**src/rtl/vector_map_pkg.sv**
```systemverilog
/*
 * Constants and types shared by the interrupt vector map.
 * Assumes word-addressed program memory of at most 64K words.
 */
package vector_map_pkg;

	// =====================================================
	// Address layout
	localparam int              ADDR_W              = 16;
	localparam logic [15:0]     RESET_VECTOR_ADDR   = 16'h0000;
	localparam logic [15:0]     TABLE_START_PLAIN   = 16'h0001;
	localparam logic [15:0]     TABLE_START_OFFSET  = 16'h0002;
	localparam logic [15:0]     DEFAULT_BOOT_ADDR   = 16'h0c00;
	localparam logic [15:0]     BOOT_ADDR_LIMIT     = 16'hffc0;
	localparam int              VECTOR_STRIDE_SHIFT = 1;

	// =====================================================
	// Fuse coding
	localparam logic            FUSE_PROGRAMMED     = 1'b0;
	localparam logic            FUSE_RESET_VALUE    = 1'b1;

	// =====================================================
	// Vector numbering
	localparam int              NUM_IRQ             = 30;
	localparam int              VEC_W               = 5;
	localparam logic [4:0]      VEC_RESET           = 5'h01;
	localparam logic [4:0]      VEC_FIRST_IRQ       = 5'h02;

	// Request positions, vector number minus two
	localparam int              POS_COMPARATOR0     = 0;
	localparam int              POS_POWER_FAULT     = 4;
	localparam int              POS_POWER_CYCLE_END = 5;
	localparam int              POS_EXTERNAL0       = 6;
	localparam int              POS_WIDE_TIMER      = 10;
	localparam int              POS_NARROW_TIMER    = 14;
	localparam int              POS_CAN_MAIN        = 17;
	localparam int              POS_CAN_TIMER       = 18;
	localparam int              POS_LIN_DONE        = 19;
	localparam int              POS_LIN_ERROR       = 20;
	localparam int              POS_PIN_CHANGE0     = 21;
	localparam int              POS_SPI_DONE        = 25;
	localparam int              POS_CONVERTER_DONE  = 26;
	localparam int              POS_WATCHDOG        = 27;
	localparam int              POS_DATA_NVM_READY  = 28;
	localparam int              POS_PROG_STORE      = 29;

	// =====================================================
	// Timing
	localparam logic [1:0]      SYNC_SETTLE_CYCLES  = 2'h2;

	// =====================================================
	// Sequencer states
	typedef enum logic [3:0] {
		ST_CAPTURE    = 4'b0001,
		ST_RESET_JUMP = 4'b0010,
		ST_IDLE       = 4'b0100,
		ST_OFFER      = 4'b1000
	} map_state_type;

endpackage

```
**src/rtl/irq_pick_if.sv**
```systemverilog
/*
 * Carrier between the vector map and its priority picker.
 * Assumes both ends sit in the same clock domain.
 */
`timescale 1ns/1ps

interface irq_pick_if #(
	parameter int N = 30
);
	logic [N-1:0]         req;
	logic                 hit;
	logic [$clog2(N)-1:0] idx;

	modport source (output req, input hit, input idx);
	modport picker (input req, output hit, output idx);
endinterface

```
**src/rtl/irq_priority_pick.sv**
```systemverilog
/*
 * Fixed-priority picker: lowest request position wins.
 * Assumes requests are already masked by the caller.
 */
`timescale 1ns/1ps

module irq_priority_pick #(
	parameter int N = 30
) (
	irq_pick_if.picker pick
);

	// =====================================================
	// Checks
	if (N < 2) begin : g_bad_n
		$error("irq_priority_pick needs at least two requests");
	end

	// =====================================================
	// Search
	logic [$clog2(N)-1:0] idx_found;
	logic                 any_found;

	// Scan downward so the lowest set position is the last written [RULE15]
	always_comb begin
		idx_found = '0;
		any_found = 1'b0;
		for (int i = N - 1; i >= 0; i--) begin
			if (pick.req[i]) begin
				idx_found = ($clog2(N))'(i);
				any_found = 1'b1;
			end
		end
	end

	assign pick.hit = any_found;
	assign pick.idx = idx_found;

endmodule // irq_priority_pick

```
**src/rtl/interrupt_vector_map.sv**
```systemverilog
/*
 * Reset entry and interrupt vector address generation.
 * Assumes peripheral requests, the core control bits and the core's
 * take strobe all come from logic on clk_sys; the boot fuse is a
 * static level from outside and is synchronised before use.
 */
// Notes on behaviour
// RULE1: Any reset leads to program address zero unless the fuse redirects.
// RULE2: Comparators 0 to 3 take vectors 2 to 5 at 0x0002 to 0x0008.
// RULE3: Power stage fault and cycle end take vectors 6 and 7, else unused.
// RULE4: External requests 0 to 3 take vectors 8 to 11 at 0x000e to 0x0014.
// RULE5: Wide timer capture, match A, match B, overflow take vectors 12-15.
// RULE6: Narrow timer match A, match B and overflow take vectors 16 to 18.
// RULE7: CAN main, CAN timer, LIN done and LIN error take 0x0024 to 0x002a.
// RULE8: Pin change requests 0 to 3 take vectors 23 to 26.
// RULE9: Serial transfer done takes 0x0034, converter done takes 0x0036.
// RULE10: Watchdog, data memory ready, store ready take 0x0038 to 0x003c.
// RULE11: A programmed boot fuse starts execution at the boot reset address.
// RULE12: The boot fuse reads 1 when unprogrammed and 0 when programmed.
// RULE13: With table select set each vector moves up by the boot start.
// RULE14: Table start is boot address plus 2 when selected, else 0x001.
// RULE15: Of several pending requests the lowest vector number goes first.
`timescale 1ns/1ps

module interrupt_vector_map
	import vector_map_pkg::*;
#(
	parameter logic [15:0] BOOT_RESET_ADDR  = DEFAULT_BOOT_ADDR,
	parameter bit          HAS_POWER_STAGE  = 1'b1
) (
	input  wire logic                clk_sys,
	input  wire logic                rst,
	input  wire logic                boot_reset_fuse,
	input  wire logic                vector_table_select,
	input  wire logic                global_irq_enable,
	input  wire logic                core_irq_take,
	input  wire logic                comparator0_irq,
	input  wire logic                comparator1_irq,
	input  wire logic                comparator2_irq,
	input  wire logic                comparator3_irq,
	input  wire logic                power_stage_fault_irq,
	input  wire logic                power_stage_cycle_end_irq,
	input  wire logic                external_irq0,
	input  wire logic                external_irq1,
	input  wire logic                external_irq2,
	input  wire logic                external_irq3,
	input  wire logic                wide_timer_capture_irq,
	input  wire logic                wide_timer_match_a_irq,
	input  wire logic                wide_timer_match_b_irq,
	input  wire logic                wide_timer_overflow_irq,
	input  wire logic                narrow_timer_match_a_irq,
	input  wire logic                narrow_timer_match_b_irq,
	input  wire logic                narrow_timer_overflow_irq,
	input  wire logic                can_main_irq,
	input  wire logic                can_timer_overflow_irq,
	input  wire logic                lin_transfer_done_irq,
	input  wire logic                lin_error_irq,
	input  wire logic                pin_change_irq0,
	input  wire logic                pin_change_irq1,
	input  wire logic                pin_change_irq2,
	input  wire logic                pin_change_irq3,
	input  wire logic                spi_transfer_done_irq,
	input  wire logic                converter_done_irq,
	input  wire logic                watchdog_timeout_irq,
	input  wire logic                data_nvm_ready_irq,
	input  wire logic                program_store_ready_irq,
	output logic                     reset_branch,
	output logic [ADDR_W-1:0]        reset_entry_addr,
	output logic [ADDR_W-1:0]        vector_table_start,
	output logic                     irq_request,
	output logic [VEC_W-1:0]         irq_vector_number,
	output logic [ADDR_W-1:0]        irq_vector_addr,
	output logic [NUM_IRQ-1:0]       irq_clear,
	output logic [NUM_IRQ-1:0]       irq_pending
);

	// =====================================================
	// Elaboration checks
	if (BOOT_RESET_ADDR > BOOT_ADDR_LIMIT) begin : g_bad_boot
		$error("Boot reset address leaves no room for the table");
	end
	if (BOOT_RESET_ADDR[0] != 1'b0) begin : g_odd_boot
		$error("Boot reset address must be even");
	end

	// =====================================================
	// Request gathering
	logic [NUM_IRQ-1:0] raw_req;
	logic [NUM_IRQ-1:0] usable_mask;
	logic [NUM_IRQ-1:0] masked_req;

	assign raw_req[POS_COMPARATOR0]         = comparator0_irq;     // [RULE2]
	assign raw_req[POS_COMPARATOR0 + 1]     = comparator1_irq;     // [RULE2]
	assign raw_req[POS_COMPARATOR0 + 2]     = comparator2_irq;     // [RULE2]
	assign raw_req[POS_COMPARATOR0 + 3]     = comparator3_irq;     // [RULE2]
	assign raw_req[POS_POWER_FAULT]         = power_stage_fault_irq; // [RULE3]
	assign raw_req[POS_POWER_CYCLE_END]     =
		power_stage_cycle_end_irq;                                 // [RULE3]
	assign raw_req[POS_EXTERNAL0]           = external_irq0;       // [RULE4]
	assign raw_req[POS_EXTERNAL0 + 1]       = external_irq1;       // [RULE4]
	assign raw_req[POS_EXTERNAL0 + 2]       = external_irq2;       // [RULE4]
	assign raw_req[POS_EXTERNAL0 + 3]       = external_irq3;       // [RULE4]
	assign raw_req[POS_WIDE_TIMER]          = wide_timer_capture_irq; // [RULE5]
	assign raw_req[POS_WIDE_TIMER + 1]      = wide_timer_match_a_irq; // [RULE5]
	assign raw_req[POS_WIDE_TIMER + 2]      = wide_timer_match_b_irq; // [RULE5]
	assign raw_req[POS_WIDE_TIMER + 3]      = wide_timer_overflow_irq; // [RULE5]
	assign raw_req[POS_NARROW_TIMER]        = narrow_timer_match_a_irq; // [RULE6]
	assign raw_req[POS_NARROW_TIMER + 1]    = narrow_timer_match_b_irq; // [RULE6]
	assign raw_req[POS_NARROW_TIMER + 2]    =
		narrow_timer_overflow_irq;                                 // [RULE6]
	assign raw_req[POS_CAN_MAIN]            = can_main_irq;        // [RULE7]
	assign raw_req[POS_CAN_TIMER]           = can_timer_overflow_irq; // [RULE7]
	assign raw_req[POS_LIN_DONE]            = lin_transfer_done_irq; // [RULE7]
	assign raw_req[POS_LIN_ERROR]           = lin_error_irq;       // [RULE7]
	assign raw_req[POS_PIN_CHANGE0]         = pin_change_irq0;     // [RULE8]
	assign raw_req[POS_PIN_CHANGE0 + 1]     = pin_change_irq1;     // [RULE8]
	assign raw_req[POS_PIN_CHANGE0 + 2]     = pin_change_irq2;     // [RULE8]
	assign raw_req[POS_PIN_CHANGE0 + 3]     = pin_change_irq3;     // [RULE8]
	assign raw_req[POS_SPI_DONE]            = spi_transfer_done_irq; // [RULE9]
	assign raw_req[POS_CONVERTER_DONE]      = converter_done_irq;  // [RULE9]
	assign raw_req[POS_WATCHDOG]            = watchdog_timeout_irq; // [RULE10]
	assign raw_req[POS_DATA_NVM_READY]      = data_nvm_ready_irq;  // [RULE10]
	assign raw_req[POS_PROG_STORE]          = program_store_ready_irq; // [RULE10]

	// Variants without the power stage never raise vectors 6 and 7
	always_comb begin
		usable_mask = '1;
		if (!HAS_POWER_STAGE) begin
			usable_mask[POS_POWER_FAULT]     = 1'b0;  // [RULE3]
			usable_mask[POS_POWER_CYCLE_END] = 1'b0;  // [RULE3]
		end
	end

	assign masked_req = raw_req & usable_mask & {NUM_IRQ{global_irq_enable}};

	// =====================================================
	// State registers, read by the logic below
	logic                       fuse_sync1_reg;
	logic                       fuse_sync2_reg;
	map_state_type              state_reg;
	map_state_type              state_next;
	logic [VEC_W-1:0]           vec_no_reg;
	logic [VEC_W-1:0]           vec_no_next;
	logic [NUM_IRQ-1:0]         irq_clear_reg;
	logic [NUM_IRQ-1:0]         irq_clear_next;
	logic [ADDR_W-1:0]          reset_addr_reg;
	logic [ADDR_W-1:0]          reset_addr_next;

	// =====================================================
	// Priority pick
	irq_pick_if #(.N(NUM_IRQ)) pick_bus ();

	// Hold off new picks while a clear pulse is still on its way out
	logic clear_busy;

	assign clear_busy   = |irq_clear_reg;
	assign pick_bus.req = masked_req;

	irq_priority_pick #(
		.N    (NUM_IRQ)
	) u_pick (
		.pick (pick_bus.picker)
	);

	// =====================================================
	// Address arithmetic
	logic [ADDR_W-1:0] boot_base;
	logic [VEC_W-1:0]  pick_vec_no;
	logic [ADDR_W-1:0] held_norm_addr;
	logic [ADDR_W-1:0] held_addr;
	logic [ADDR_W-1:0] table_start;
	logic [ADDR_W-1:0] boot_entry;

	assign boot_base   = BOOT_RESET_ADDR;
	assign pick_vec_no = VEC_W'(pick_bus.idx) + VEC_FIRST_IRQ;

	// Vector n sits at word 2*(n-1) of the table
	assign held_norm_addr =
		ADDR_W'(vec_no_reg - VEC_RESET) << VECTOR_STRIDE_SHIFT;

	// Relocation follows the select bit live, even mid-offer [RULE13]
	assign held_addr = vector_table_select ?
		ADDR_W'(held_norm_addr + boot_base) : held_norm_addr;

	// Table start does not depend on the fuse [RULE14]
	assign table_start = vector_table_select ?
		ADDR_W'(boot_base + TABLE_START_OFFSET) : TABLE_START_PLAIN;

	// Zero means programmed [RULE12]
	assign boot_entry = (fuse_sync2_reg == FUSE_PROGRAMMED) ?
		boot_base : RESET_VECTOR_ADDR;                         // [RULE11]

	// =====================================================
	// Fuse synchroniser
	logic [1:0] settle_reg;
	logic [1:0] settle_next;
	logic       settle_done;

	assign settle_done = (settle_reg == SYNC_SETTLE_CYCLES);
	assign settle_next = settle_done ? settle_reg : 2'(settle_reg + 2'h1);

	always_ff @(posedge clk_sys or posedge rst) begin
		if (rst) begin
			fuse_sync1_reg <= FUSE_RESET_VALUE;
			fuse_sync2_reg <= FUSE_RESET_VALUE;
			settle_reg     <= 2'h0;
		end else begin
			fuse_sync1_reg <= boot_reset_fuse;
			fuse_sync2_reg <= fuse_sync1_reg;
			settle_reg     <= settle_next;
		end
	end

	// =====================================================
	// Sequencer
	logic                    held_still_req;
	logic [$clog2(NUM_IRQ)-1:0] held_pos;

	assign held_pos       = ($clog2(NUM_IRQ))'(vec_no_reg - VEC_FIRST_IRQ);
	assign held_still_req = masked_req[held_pos];

	always_comb begin
		state_next      = state_reg;
		vec_no_next     = vec_no_reg;
		irq_clear_next  = '0;
		reset_addr_next = reset_addr_reg;
		case (state_reg)
			ST_CAPTURE: begin
				if (settle_done) begin
					reset_addr_next = boot_entry;      // [RULE1] [RULE11]
					state_next      = ST_RESET_JUMP;
				end
			end
			ST_RESET_JUMP: begin
				state_next = ST_IDLE;
			end
			ST_IDLE: begin
				if (pick_bus.hit && !clear_busy) begin
					vec_no_next = pick_vec_no;              // [RULE15]
					state_next  = ST_OFFER;
				end
			end
			ST_OFFER: begin
				if (core_irq_take) begin
					irq_clear_next[held_pos] = 1'b1;
					state_next               = ST_IDLE;
				end else if (!held_still_req) begin
					// Source withdrew; rearbitrate rather than offer a dead one
					state_next = ST_IDLE;
				end
			end
			default: begin
				state_next = ST_CAPTURE;
			end
		endcase
	end

	always_ff @(posedge clk_sys or posedge rst) begin
		if (rst) begin
			state_reg      <= ST_CAPTURE;
			vec_no_reg     <= VEC_FIRST_IRQ;
			irq_clear_reg  <= '0;
			reset_addr_reg <= RESET_VECTOR_ADDR;               // [RULE1]
		end else begin
			state_reg      <= state_next;
			vec_no_reg     <= vec_no_next;
			irq_clear_reg  <= irq_clear_next;
			reset_addr_reg <= reset_addr_next;
		end
	end

	// =====================================================
	// Registered data outputs
	logic [ADDR_W-1:0]  vec_addr_reg;
	logic [ADDR_W-1:0]  table_start_reg;
	logic [NUM_IRQ-1:0] pending_reg;

	always_ff @(posedge clk_sys or posedge rst) begin
		if (rst) begin
			vec_addr_reg    <= RESET_VECTOR_ADDR;
			table_start_reg <= TABLE_START_PLAIN;
			pending_reg     <= '0;
		end else begin
			vec_addr_reg    <= held_addr;                      // [RULE13]
			table_start_reg <= table_start;                    // [RULE14]
			pending_reg     <= masked_req;
		end
	end

	// =====================================================
	// Port drive
	assign reset_branch       = (state_reg == ST_RESET_JUMP);
	assign reset_entry_addr   = reset_addr_reg;
	assign vector_table_start = table_start_reg;
	// Address trails the number by one edge; the core reads it later
	assign irq_request        = (state_reg == ST_OFFER);
	assign irq_vector_number  = vec_no_reg;
	assign irq_vector_addr    = vec_addr_reg;
	assign irq_clear          = irq_clear_reg;
	assign irq_pending        = pending_reg;

endmodule // interrupt_vector_map

```
**config.mk**
```make
export PLATFORM = sky130hd
export DESIGN_NAME = interrupt_vector_map
export DESIGN_NICKNAME = d
export VERILOG_FILES = /design/src/rtl/vector_map_pkg.sv /design/src/rtl/irq_pick_if.sv /design/src/rtl/irq_priority_pick.sv /design/src/rtl/interrupt_vector_map.sv
export SDC_FILE = /design/constraint.sdc
export NUM_CORES = 1
export LEC_CHECK = 0
export BUFFER_PORTS_ARGS = -buffer_cell sky130_fd_sc_hd__buf_4
export CORE_MARGIN = 1
export CORE_UTILIZATION = 53
export CTS_CLUSTER_SIZE = 25
export DETAILED_ROUTE_END_ITERATION = 8
export HOLD_SLACK_MARGIN = 0.1
export PLACE_DENSITY = 0.91
export SYNTH_ARGS = -nofsm -noshare
export SYNTH_HDL_FRONTEND = slang
export SYNTH_SLANG_ARGS = --single-unit
export TNS_END_PERCENT = 1
```
**constraint.sdc**
```tcl
create_clock -name clk_sys -period 4.9 [get_ports clk_sys]
set_input_delay 0.49 -clock clk_sys [delete_from_list [all_inputs] [get_ports clk_sys]]
set_output_delay 0.49 -clock clk_sys [all_outputs]
set_load 0.02 [all_outputs]
```
---- Word level (Yosys, flattened, before mapping) ----
Index checks and enable logic that the tools add are counted.
Widths: inputs -> output; s select.
word-level totals
  bits in registers ....................... 117
  bits of input ports ..................... 36
  output and inout bits ................... 115
  word-level logic and storage cells ...... 107
cells by class
  add/subtract/negate cells ............... 5
  $lt $le $gt $ge ......................... 2
  equality and inequality tests ........... 8
  muxes and demuxes ....................... 74
  bitwise logic cells ..................... 1
  reduce and logical (&&, ||, !) cells .... 7
operator list
  operator               count
  $mux 5                 30
  $mux 30                2
  $mux 1                 32
  $and 30x30->30         1
  $reduce_or 30->1       1
  $mux 12                2
  $mux 16                1
  $mux 4                 4
  $pmux 4 s4             1
  $add 7x13->14 const B  1
  $lt 5x6->1 const B     1
  $sub 5x1->6 const B    1
  $add 5x2->5 const B    1
  $bmux 1 s5             1
  $demux 1 s5            1
  $ge 5x1->1 const B     1
  $sub 5x2->5 const B    1
  $eq 4x1->1 const B     1
  $eq 4x2->1 const B     1
  $eq 4x3->1 const B     1
  $eq 4x4->1 const B     1
  $ne 2x2->1 const B     2
  $reduce_and 2->1       2
  $ne 3x3->1 const B     1
  other kinds (5)        6

---- Longest topological paths before layout ----
Gate-level depths: netlist (run 1).
  word-level depth ........................ 34
  mapped depth ............................ 10
  depth with buffers taken out ............ 8

---- By module ----
From an unflattened synthesis (run 1), not the netlist that was laid out.
second synthesis, totals
  cell total of the unflattened synthesis .. 392
  area, all modules ....................... 4111.4 sq um
by module, submodules not included
  module                instances  cells each  area an instance (sq um)  sequential area each (sq um)
  interrupt_vector_map  1          328         3768.6                    2133.3
  irq_priority_pick     1          64          342.8                     0.0

---- Worst setup path before layout (run 1) ----
Ideal clock, no wire load.
  kind .................................... flip-flop to flip-flop
  start ................................... register vec_no_reg[1] (netlist: irq_vector_number[1])
  end ..................................... register state_reg[2]
  setup time .............................. 0.101 ns
  arrival ................................. 2.632 ns
  required time ........................... 4.799 ns
  setup slack ............................. 2.167 ns
  cell stages (with the launch flop) ...... 9
  buffers on the path ..................... 1
  period minus slack after synthesis ...... 2.733 ns
  cell sequence ........................... dfstp_2 > clkinv_1 > ha_1 > buf_2 > mux4_1 > a32o_1 > nand2_1 > a31oi_1 > o32ai_1
on the way
  word-level cells in the longest chain between the ends .. 5
RTL lines
  what                          line                         source
  start: declaration            interrupt_vector_map.sv:142  logic [VEC_W-1:0] vec_no_reg;
  start signal: assignment      interrupt_vector_map.sv:266  vec_no_reg <= vec_no_next;
  $sub 5x2->5                   interrupt_vector_map.sv:219  assign held_pos = ($clog2(NUM_IRQ))'(vec_no_reg - VEC_FIRST_IRQ);
  $bmux 1 s5                    interrupt_vector_map.sv:220  assign held_still_req = masked_req[held_pos];
  $mux 1 (implied by the code)  interrupt_vector_map.sv:220
  $ne 3x3->1 (no line)          -
  $reduce_and 3->1 (no line)    -
  end signal: assignment        interrupt_vector_map.sv:265  state_reg <= state_next;
  end: declaration              interrupt_vector_map.sv:140  map_state_type state_reg;
No other way between the ends. The select of a mux whose other input is x is not followed.
A chain may end at the register's enable or synchronous reset.

---- Worst setup path after layout (run 1) ----
Same ends and word-level chain as after synthesis.

==> impl_metrics.json, run 1 <==
{
  "outcome": "finished clean",
  "finalSetupTns_ns": 0,
  "start_util_pct": 55.6,
  "synth_top_family_by_area": "simple AND/OR/NAND/NOR gates",
  "rrSetupSlack_ns": 1.65,
  "reg2regPathDepth": 7,
  "synthTopCellsByArea": "dfrtp_1 (49%), buf_4 (6.6%), and2_1 (4.7%)",
  "finalClockSkew_ns": 0.00885,
  "cts.htree.levels": 3,
  "end_kind": "register",
  "dieArea_um2": 8080,
  "min_period_ns": 3.25,
  "finalWorstSetupSlack_ns": 1.65,
  "r2r-start": "irq_vector_number[1]$_DFFE_PP1P_",
  "grt_pass1_wl_um": 15200,
  "dp.cells": 573,
  "vias_per_cell": 5.40,
  "vias": 3179,
  "die_h_um": 89.9,
  "hold_buffers": 0,
  "worstHoldPathType": "in2reg",
  "worstSetupPathType": "reg2reg",
  "final_cells": 589,
  "grt.total_usage_pct": 24.5,
  "ant_nets": 0,
  "relSlewSlack_pct": 33.6,
  "synth_compound_area_share_pct": 9.57,
  "nets": 532,
  "synthTopCellsByCount": "dfrtp_1 (80), nor2_1 (41), buf_4 (36)",
  "worstHoldPathCells": 1,
  "synthMuxAreaShare_pct": 5.65,
  "gp_congestion": 0.848,
  "rr_endpoint": "state_reg[2]$_DFFE_PP0P_",
  "p_leak_nw": 2.53,
  "ys_seq_area_share_pct": 52.1,
  "synth_fa_ha_area_share_pct": 3.36,
  "grt_max_degree": 86,
  "hold_path.startpoint": "boot_reset_fuse",
  "ys_ff_latch": 85,
  "synth-async-reset-ratio_pct": 100,
  "cts_num_sinks": 85,
  "cts_resized": 0,
  "startpoint_type": "register",
  "synth.distinct_cells": 58,
  "drt_iter0_drc": 172,
  "diodes": 0,
  "numPortBuffers": 123,
  "yosysTopAreaCellShare_pct": 48.9,
  "synth_cells": 370,
  "grt_pass1_vias": 3090,
  "clockBufferDepth": 2,
  "routedWlPerCell_um": 15.6,
  "post-cts-setup-buffer-count": 0,
  "cap_violations": 0,
  "synth_xor_xnor_area_share_pct": 1.93,
  "worstHoldEndpoint": "fuse_sync1_reg$_DFF_PP1_",
  "firstDrtPassIters": 5,
  "syn_area_um2": 4090,
  "antenna_found_initial": 0,
  "drive_gt1_share_pct": 32.9,
  "wl_um": 9200,
  "slew_violations": 0,
  "cts_tree": "done",
  "grt.overflow.total": 0,
  "min_period_over_period_pct": 66.4,
  "hold_slack_ns": 0.233,
  "path_clk_slew_ns": 0.09,
  "crit_fanout": 20,
  "ys.warnings.count": 0,
  "power_mw": 2.31,
  "fmaxAchievable_ghz": 0.307,
  "dp_hpwl_um": 6640,
  "cts_buffers": 9,
  "avgSynthCellArea_um2": 11.1,
  "yosys.area.top_type": "dfrtp_1",
  "peakVddDrop_uv": 192,
  "route.detailed.drc": 0,
  "cts-root-buf": "clkbuf_8",
  "insertion_delay_ns": 0.36,
  "yosys_most_used_dff": "dfrtp_1",
  "fillers": 547,
  "post-place-ws_ns": 1.70,
  "synth_edf_count": 0,
  "yosysMostFrequentCell": "dfrtp_1",
  "core_area_um2": 7370,
  "hold_viol_final": 0,
  "pin_count": 151,
  "crit_required_ns": 5.17,
  "synth-simple-area-share_pct": 17.8,
  "arrival_ns": 3.52,
  "die_width_um": 89.9,
  "fp-row-count": 31,
  "areaGrowthSynthToFinish_pct": 25.8,
  "setup_viol": 0,
  "rsz0062_at_grt": "false",
  "p_per_area_nw_per_um2": 448,
  "worst_pin_slew_ns": 0.996
}
[logic make-up (layout without fill, tap and decap cells)]
family                   Yosys count  in the layout
buffers and inverters             65            159
flip-flops                        85             85
multiplexers                      12             12
adder cells (fa/ha/maj)           11             11
other                              1             27
XOR/XNOR                           9              9
AND/OR/NAND/NOR                  138            138
AO/OA/AOI/OAI                     49             49
[worst max-delay path: stages (launching register included)]
cell	delay [ns]
dfstp_2	0.65
clkinv_1	0.33
ha_1	0.85
mux4_1	0.63
a211oi_1	0.22
or4b_1	0.14
a31oi_1	0.06
o32ai_1	0.28
[metrics by stage]
| step | util, % | area, µm² |
|---|---|---|
| finish | 69.9 | 5150 |
| global route | 69.9 | 5150 |
| CTS | 69.9 | 5150 |
| detailed placement | 66.9 | 4930 |
| global placement | 66.9 | 4930 |
| floorplan | - | 4190 |
[cell type report]
type,count,area [µm²],area share (%)
well taps,99,124,2.41
repair buffers,124,931,18.1
inverters,19,72.6,1.41
multi-input cells,246,1670,32.4
clock buffers,9,124,2.41
clock inverters,7,97.6,1.90
flip-flops and latches,85,2130,41.4
[layout by cell type, fill, tap and decap left out, drive strengths merged, types with 9 or more instances in the layout]
| cell | Yosys | final |
|---|---|---|
| nor2 | 41 | 41 |
| nor4 | 11 | 11 |
| ha | 11 | 11 |
| nor3 | 11 | 11 |
| nand2 | 22 | 22 |
| dfrtp | 80 | 80 |
| and2 | 32 | 32 |
| o41ai | 9 | 9 |
| inv | 18 | 19 |
| clkbuf | 6 | 9 |
| buf | 40 | 124 |
| conb | 1 | 27 |
[per-layer routing]
layer	share of wire (%)	GRT usage (%)
met4	1.7	8.47
met2	49	40.6
met3	8.0	7.36
met1	41	30.6
met5	0	0
[worst max path at each step]
stage	startpoint	to	slack, ns	cells past startpoint
2_1_floorplan	irq_vector_number[1]$_DFFE_PP1P_	state_reg[2]$_DFFE_PP0P_	2.17	8
3_3_place_gp	irq_vector_number[1]$_DFFE_PP1P_	state_reg[2]$_DFFE_PP0P_	1.81	7
3_5_place_dp	irq_vector_number[1]$_DFFE_PP1P_	state_reg[2]$_DFFE_PP0P_	1.70	7
4_1_cts	irq_vector_number[1]$_DFFE_PP1P_	state_reg[2]$_DFFE_PP0P_	1.66	7
5_1_grt	irq_vector_number[1]$_DFFE_PP1P_	state_reg[2]$_DFFE_PP0P_	1.41	7
6_report	irq_vector_number[1]$_DFFE_PP1P_	state_reg[2]$_DFFE_PP0P_	1.65	7
[report_power, final]
| part | switching [mW] | internal (mW) | total, mW | leakage [nW] |
|---|---|---|---|---|
| logic | 0.512 | 0.358 | 0.870 | 1.32 |
| clock network | 0.258 | 0.289 | 0.548 | 0.106 |
| registers | 0.101 | 0.790 | 0.891 | 1.10 |
| total | 0.872 | 1.44 | 2.31 | 2.53 |
(Power assumes the default switching activity.)
==> run 2: changes to the inputs <==
- ABC_AREA: default -> 1
- CORE_UTILIZATION: 53 -> 45
- PLACE_DENSITY: 0.91 -> 0.83
- clock period: 4.9 -> 2.8 ns (I/O delays scaled with it)
==> run 2 against run 1 <==
Compared with the run above:
- via count is 4.9% higher
- critical path depth is 4 higher
- routed wire length is 1.3% higher
- design area is 0.24% lower
- sequential power is 68% higher
- clock-buffer cell count stayed put
- sequential share of layout area is 0.10 points higher
- register-to-register slack worse by 1.3 ns
- core utilization is 11 points lower
- critical path type unchanged
- largest cell class unchanged
- largest power group is now combinational cells
==> impl_metrics.json, run 2 <==
{
  "rr_endpoint": "state_reg[3]$_DFFE_PP0P_",
  "yosysMostFrequentCell": "nand2_1",
  "die_h_um": 96.9,
  "p_per_area_nw_per_um2": 786,
  "syn_area_um2": 4050,
  "cts.htree.levels": 3,
  "die_width_um": 96.9,
  "synth.distinct_cells": 38,
  "worstHoldPathType": "in2reg",
  "min_period_over_period_pct": 87.5,
  "numPortBuffers": 123,
  "hold_path.startpoint": "can_main_irq",
  "synthTopCellsByCount": "nand2_1 (95), dfrtp_1 (80), nor2_1 (65)",
  "min_period_ns": 2.45,
  "reg2regPathDepth": 11,
  "ys.warnings.count": 0,
  "multi_input_area_um2": 1450,
  "layout_commonest_cell": "buf_4",
  "rsz0062_at_grt": "false",
  "nets": 629,
  "avgSynthCellArea_um2": 8.84,
  "yosys.area.top_type": "dfrtp_1",
  "yosysTopAreaCellShare_pct": 49.4,
  "crit_required_ns": 3.09,
  "vias_per_cell": 4.80,
  "synth_edf_count": 0,
  "pin_count": 151,
  "clockBufferDepth": 2,
  "ant_nets": 0,
  "grt_pass1_wl_um": 15100,
  "p_leak_nw": 2.92,
  "cts-root-buf": "clkbuf_8",
  "firstDrtPassIters": 4,
  "start_util_pct": 46.4,
  "worstHoldPathCells": 3,
  "cts_tree": "done",
  "insertion_delay_ns": 0.37,
  "finalClockSkew_ns": 0.0111,
  "r2r-start": "irq_vector_number[1]$_DFFE_PP1P_",
  "path_clk_slew_ns": 0.09,
  "cap_violations": 0,
  "fmaxAchievable_ghz": 0.408,
  "seqCellArea_um2": 2130,
  "arrival_ns": 2.74,
  "gp_congestion": 0.936,
  "routedWlPerCell_um": 13.4,
  "vias": 3335,
  "crit_fanout": 9,
  "grt.overflow.total": 0,
  "worstSetupPathType": "reg2reg",
  "end_kind": "register",
  "diodes": 0,
  "fillers": 748,
  "setup_viol": 0,
  "dp_hpwl_um": 6990,
  "finalSetupTns_ns": 0,
  "antenna_found_initial": 0,
  "startpoint_type": "register",
  "cts_num_sinks": 85,
  "grt_max_degree": 86,
  "areaGrowthSynthToFinish_pct": 26.9,
  "rrSetupSlack_ns": 0.35,
  "peakVddDrop_uv": 381,
  "drt_iter0_drc": 200,
  "fp-row-count": 34,
  "synth_cells": 458,
  "hold_slack_ns": 0.157,
  "worstHoldEndpoint": "irq_pending[17]$_DFF_PP0_",
  "relSlewSlack_pct": 48.1,
  "slew_violations": 0,
  "core_area_um2": 8720,
  "hold_viol_final": 0,
  "final_cell_mix": "buf_4 (127), nand2_1 (95), dfrtp_1 (80), nor2_1 (65), inv_1 (56)",
  "cts_buffers": 9,
  "ys_seq_area_share_pct": 52.7,
  "synthTopCellsByArea": "dfrtp_1 (49%), nand2_1 (8.8%), buf_4 (6.7%)",
  "outcome": "finished clean",
  "grt_pass1_vias": 3217,
  "yosys_most_used_dff": "dfrtp_1",
  "grt.total_usage_pct": 20.1,
  "ys_ff_latch": 85,
  "worst_pin_slew_ns": 0.771,
  "drive_gt1_share_pct": 29.1,
  "wl_um": 9330,
  "synth-async-reset-ratio_pct": 100,
  "route.detailed.drc": 0,
  "dieArea_um2": 9380
}
[run 2: cell types whose count changed in the layout (fill, tap and decap cells not counted), sizes merged, moves of 9 or more]
cell   before  now
o21ai       8   21
nor2       41   69
nand3       1   15
o41ai       9    0
nand2      22  107
and2       32    0
inv        19   63
[run 2: worst max-delay path by stage]
stage                                     start                          endpoint
2_1_floorplan  irq_vector_number[1]$_DFFE_PP1P_          state_reg[3]$_DFFE_PP0P_
3_3_place_gp                  global_irq_enable  irq_vector_number[2]$_DFFE_PP0P_
6_report       irq_vector_number[1]$_DFFE_PP1P_          state_reg[3]$_DFFE_PP0P_
4_1_cts        irq_vector_number[1]$_DFFE_PP1P_          state_reg[3]$_DFFE_PP0P_
3_5_place_dp   irq_vector_number[1]$_DFFE_PP1P_          state_reg[3]$_DFFE_PP0P_
5_1_grt        irq_vector_number[1]$_DFFE_PP1P_          state_reg[3]$_DFFE_PP0P_
[run 2: final cells by class]
type	count	share of cell area [%]
flip-flops and latches	85	41.5
multi-input cells	295	28.3
repair buffers	131	19.5
inverters	60	4.41
well taps	108	2.63
clock buffers	9	2.41
clock inverters	7	1.24
[run 2: cell families (layout without fill, tap and decap cells)]
logic type                 after synthesis  count (layout)  synth area share, %
adders and majority gates               11              11                 3.40
buffers and inverters                  104             207                 13.9
AOI/OAI and AO/OA                       47              47                 7.05
xor gates and xnor gates                 4               4                0.865
DFF                                     85              85                 52.7
other                                    1              27               0.0926
and+or+nand+nor                        206             206                 22.0
[run 2: worst max-delay path: stages (launching register included)]
cell and delay, ns:
dfstp_2 0.62, inv_1 0.13, ha_1 0.25, inv_1 0.06, nor2_1 0.03, nor2_1 0.28
inv_1 0.18, o211ai_1 0.15, a21oi_1 0.11, o311ai_2 0.35, nor2_1 0.08, a21oi_1 0.13
[run 2: timing repair]
item | in CTS | in global routing
gates resized for setup | 0 | 0
endpoints found under the hold margin | 83 | 0
setup buffers | 0 | 0
hold buffers | 3 | 0
[run 2: routing by layer]
metal / up-vias / track usage [%] / wire [µm]
met1: 1539 / 25.8 / 4020
met5: - / 0 / 0
met2: 157 / 33.2 / 4380
li1: 1622 / - / -
met4: 0 / 6.54 / 200
met3: 17 / 5.35 / 729
[run 2: stage by stage]
stage | instances | instance area, µm² | total power [mW] | util [%] | worst slack [ns]
detailed placement | 676 | 4920 | 3.20 | 56.4 | 0.455
finish | 695 | 5140 | 4.04 | 58.9 | 0.350
global placement | 676 | 4920 | 3.16 | 56.4 | 0.501
CTS | 695 | 5140 | 4.04 | 58.9 | 0.431
global route | 695 | 5140 | 4.28 | 58.9 | 0.233
floorplan | 484 | 4150 | 2.67 | - | 0.290
[run 2: report_power, final]
part	leakage [nW]	internal [mW]	switching (mW)
Clock	0.0907	0.344	0.493
Combinational	1.72	0.589	1.11
Sequential	1.11	1.39	0.108
Total	2.92	2.32	1.71
==> run 3: changes to the inputs <==
- SETUP_SLACK_MARGIN: default -> 0.5
==> run 3 against run 2 <==
Compared with the run above:
- final cell count is 0.43% higher
- combinational power up 6%
- sequential cell count unchanged
- critical endpoint unchanged
- critical path depth shrank 2
- power is 5.8% higher
- hold slack better by 0.0042 ns
- routed wire length up 1.4%
- non-clock buffer count grew 3
==> impl_metrics.json, run 3 (synthesized netlist as in run 2, its figures left out) <==
{
  "cts-root-buf": "clkbuf_8",
  "die_h_um": 96.9,
  "fmaxAchievable_ghz": 0.479,
  "grt_pass1_vias": 3241,
  "cp_cell_sequence": "inv_1 -> ha_4 -> buf_6 -> nand2_1 -> o221ai_1 -> a21oi_1 -> o311ai_2 -> nor2_1 -> a21oi_1",
  "peakVddDrop_uv": 407,
  "finalWorstSetupSlack_ns": 0.711,
  "min_period_ns": 2.09,
  "rr_endpoint": "state_reg[3]$_DFFE_PP0P_",
  "grt_pass1_wl_um": 15500,
  "post-place-ws_ns": 0.427,
  "cts_buffers": 9,
  "antenna_found_initial": 0,
  "dieArea_um2": 9380,
  "route.detailed.drc": 0,
  "rsz0062_at_grt": "false",
  "finalSetupTns_ns": 0,
  "cts_num_sinks": 85,
  "cts_tree": "done",
  "wl_um": 9460,
  "critPathLaunch": "irq_vector_number[1]$_DFFE_PP1P_",
  "path_clk_slew_ns": 0.09,
  "worst_pin_slew_ns": 0.752,
  "start_util_pct": 46.4,
  "p_per_area_nw_per_um2": 818,
  "areaGrowthSynthToFinish_pct": 29.0,
  "outcome": "finished clean",
  "crit_buf_inv": 2,
  "drive_gt1_share_pct": 30.2,
  "routedWlPerCell_um": 13.6,
  "layout_commonest_cell": "buf_4",
  "crit_path_max_incr_delay_ns": 0.55,
  "min_period_over_period_pct": 74.6,
  "endpoint": "state_reg[3]$_DFFE_PP0P_",
  "crit_required_ns": 3.07,
  "fp-row-count": 34,
  "final_cell_mix": "buf_4 (129), nand2_1 (95), dfrtp_1 (80), nor2_1 (63), inv_1 (55)",
  "diodes": 0,
  "die_width_um": 96.9,
  "drt_iter0_drc": 193,
  "hold_viol_final": 0,
  "ant_nets": 0,
  "clockBufferDepth": 2,
  "core_area_um2": 8720,
  "dp_hpwl_um": 7210,
  "worstSetupPathType": "reg2reg",
  "crit_slowest_cell": "dfstp_2",
  "reg2regPathDepth": 9,
  "setup_viol": 0,
  "crit_cells": 9,
  "firstDrtPassIters": 4,
  "critical_path.top_delay_family": "compound AO/OA/AOI/OAI gates",
  "arrival_ns": 2.36,
  "fillers": 764,
  "relSlewSlack_pct": 49.7,
  "cts.htree.levels": 3,
  "gp_congestion": 0.888,
  "cap_violations": 0,
  "vias_per_cell": 4.77,
  "end_kind": "register",
  "p_leak_nw": 2.95,
  "grt_max_degree": 52,
  "r2r-start": "irq_vector_number[1]$_DFFE_PP1P_",
  "nets": 632,
  "crit_fanout": 9,
  "pin_count": 151,
  "finalClockSkew_ns": 0.0126,
  "startpoint_type": "register",
  "numPortBuffers": 123,
  "slew_violations": 0,
  "worstHoldPathType": "in2reg",
  "rrSetupSlack_ns": 0.71,
  "grt.total_usage_pct": 20.6,
  "grt.overflow.total": 0,
  "vias": 3329,
  "insertion_delay_ns": 0.35,
  "cp_common_cell": "a21oi_1"
}
[run 3: changes by cell type in the layout (fill, tap and decap cells not counted), moves of 2 or more]
cell	before	now
buf_4	127	129
bufinv_16	0	2
inv_8	2	0
nor2_1	65	63
nor2_2	2	4
[run 3: per-stage QoR]
step	hold slack, ns	instances	power, mW	area [µm²]	utilization [%]
2_1_floorplan	0.284	484	2.68	4150	-
3_3_place_gp	0.345	676	3.19	4920	56.5
6_report	0.161	698	4.27	5220	59.9
3_5_place_dp	0.347	676	3.22	4920	56.5
5_1_grt	0.166	698	4.55	5220	59.9
4_1_cts	0.155	696	4.22	5190	59.5
[run 3: power by group]
group	internal, mW	switching [mW]	total (mW)
clock	0.514	0.466	0.980
sequential	1.39	0.0938	1.48
combinational	0.647	1.16	1.81
total	2.55	1.72	4.27
[run 3: how the worst min path moves through the flow]
| stage | from | to | cells after the start | slack (ns) |
|---|---|---|---|---|
| 3_5_place_dp | fuse_sync1_reg$_DFF_PP1_ | fuse_sync2_reg$_DFF_PP1_ | 0 | 0.35 |
| 6_report | can_main_irq | irq_pending[17]$_DFF_PP0_ | 3 | 0.16 |
| 3_3_place_gp | fuse_sync1_reg$_DFF_PP1_ | fuse_sync2_reg$_DFF_PP1_ | 0 | 0.35 |
| 4_1_cts | can_main_irq | irq_pending[17]$_DFF_PP0_ | 3 | 0.16 |
| 2_1_floorplan | boot_reset_fuse | fuse_sync1_reg$_DFF_PP1_ | 0 | 0.28 |
| 5_1_grt | can_main_irq | irq_pending[17]$_DFF_PP0_ | 3 | 0.17 |
[run 3: cell type report]
type / instances / area [µm²] / share of cell area, %
well taps: 108 / 135 / 2.59
multi-input cells: 295 / 1470 / 28.1
clock inverters: 7 / 103 / 1.96
repair buffers: 134 / 1030 / 19.7
inverters: 60 / 229 / 4.38
clock buffers: 9 / 124 / 2.37
flip-flops and latches: 85 / 2130 / 40.8
[run 3: tightest hold or removal path: stages]
cell	delay (ns)
buf_4	0.09
nand2_4	0.05
inv_1	0.06
[run 3: repair_timing]
| action | in CTS | in global routing |
|---|---|---|
| hold buffers | 3 | 0 |
| setup buffers | 1 | 2 |
| pin swaps | 1 | 1 |
| endpoints found under the setup margin | 2 | 2 |
| endpoints found under the hold margin | 35 | 0 |
| resized for setup | 0 | 4 |
[run 3: routing by layer]
| metal | vias to the layer above | part of all wire (%) | GRT usage, % |
|---|---|---|---|
| li1 | 1617 | - | - |
| met1 | 1535 | 43 | 27.1 |
| met2 | 156 | 48 | 33.8 |
| met3 | 21 | 6.4 | 4.12 |
| met4 | 0 | 2.5 | 7.81 |
| met5 | - | 0 | 0 |
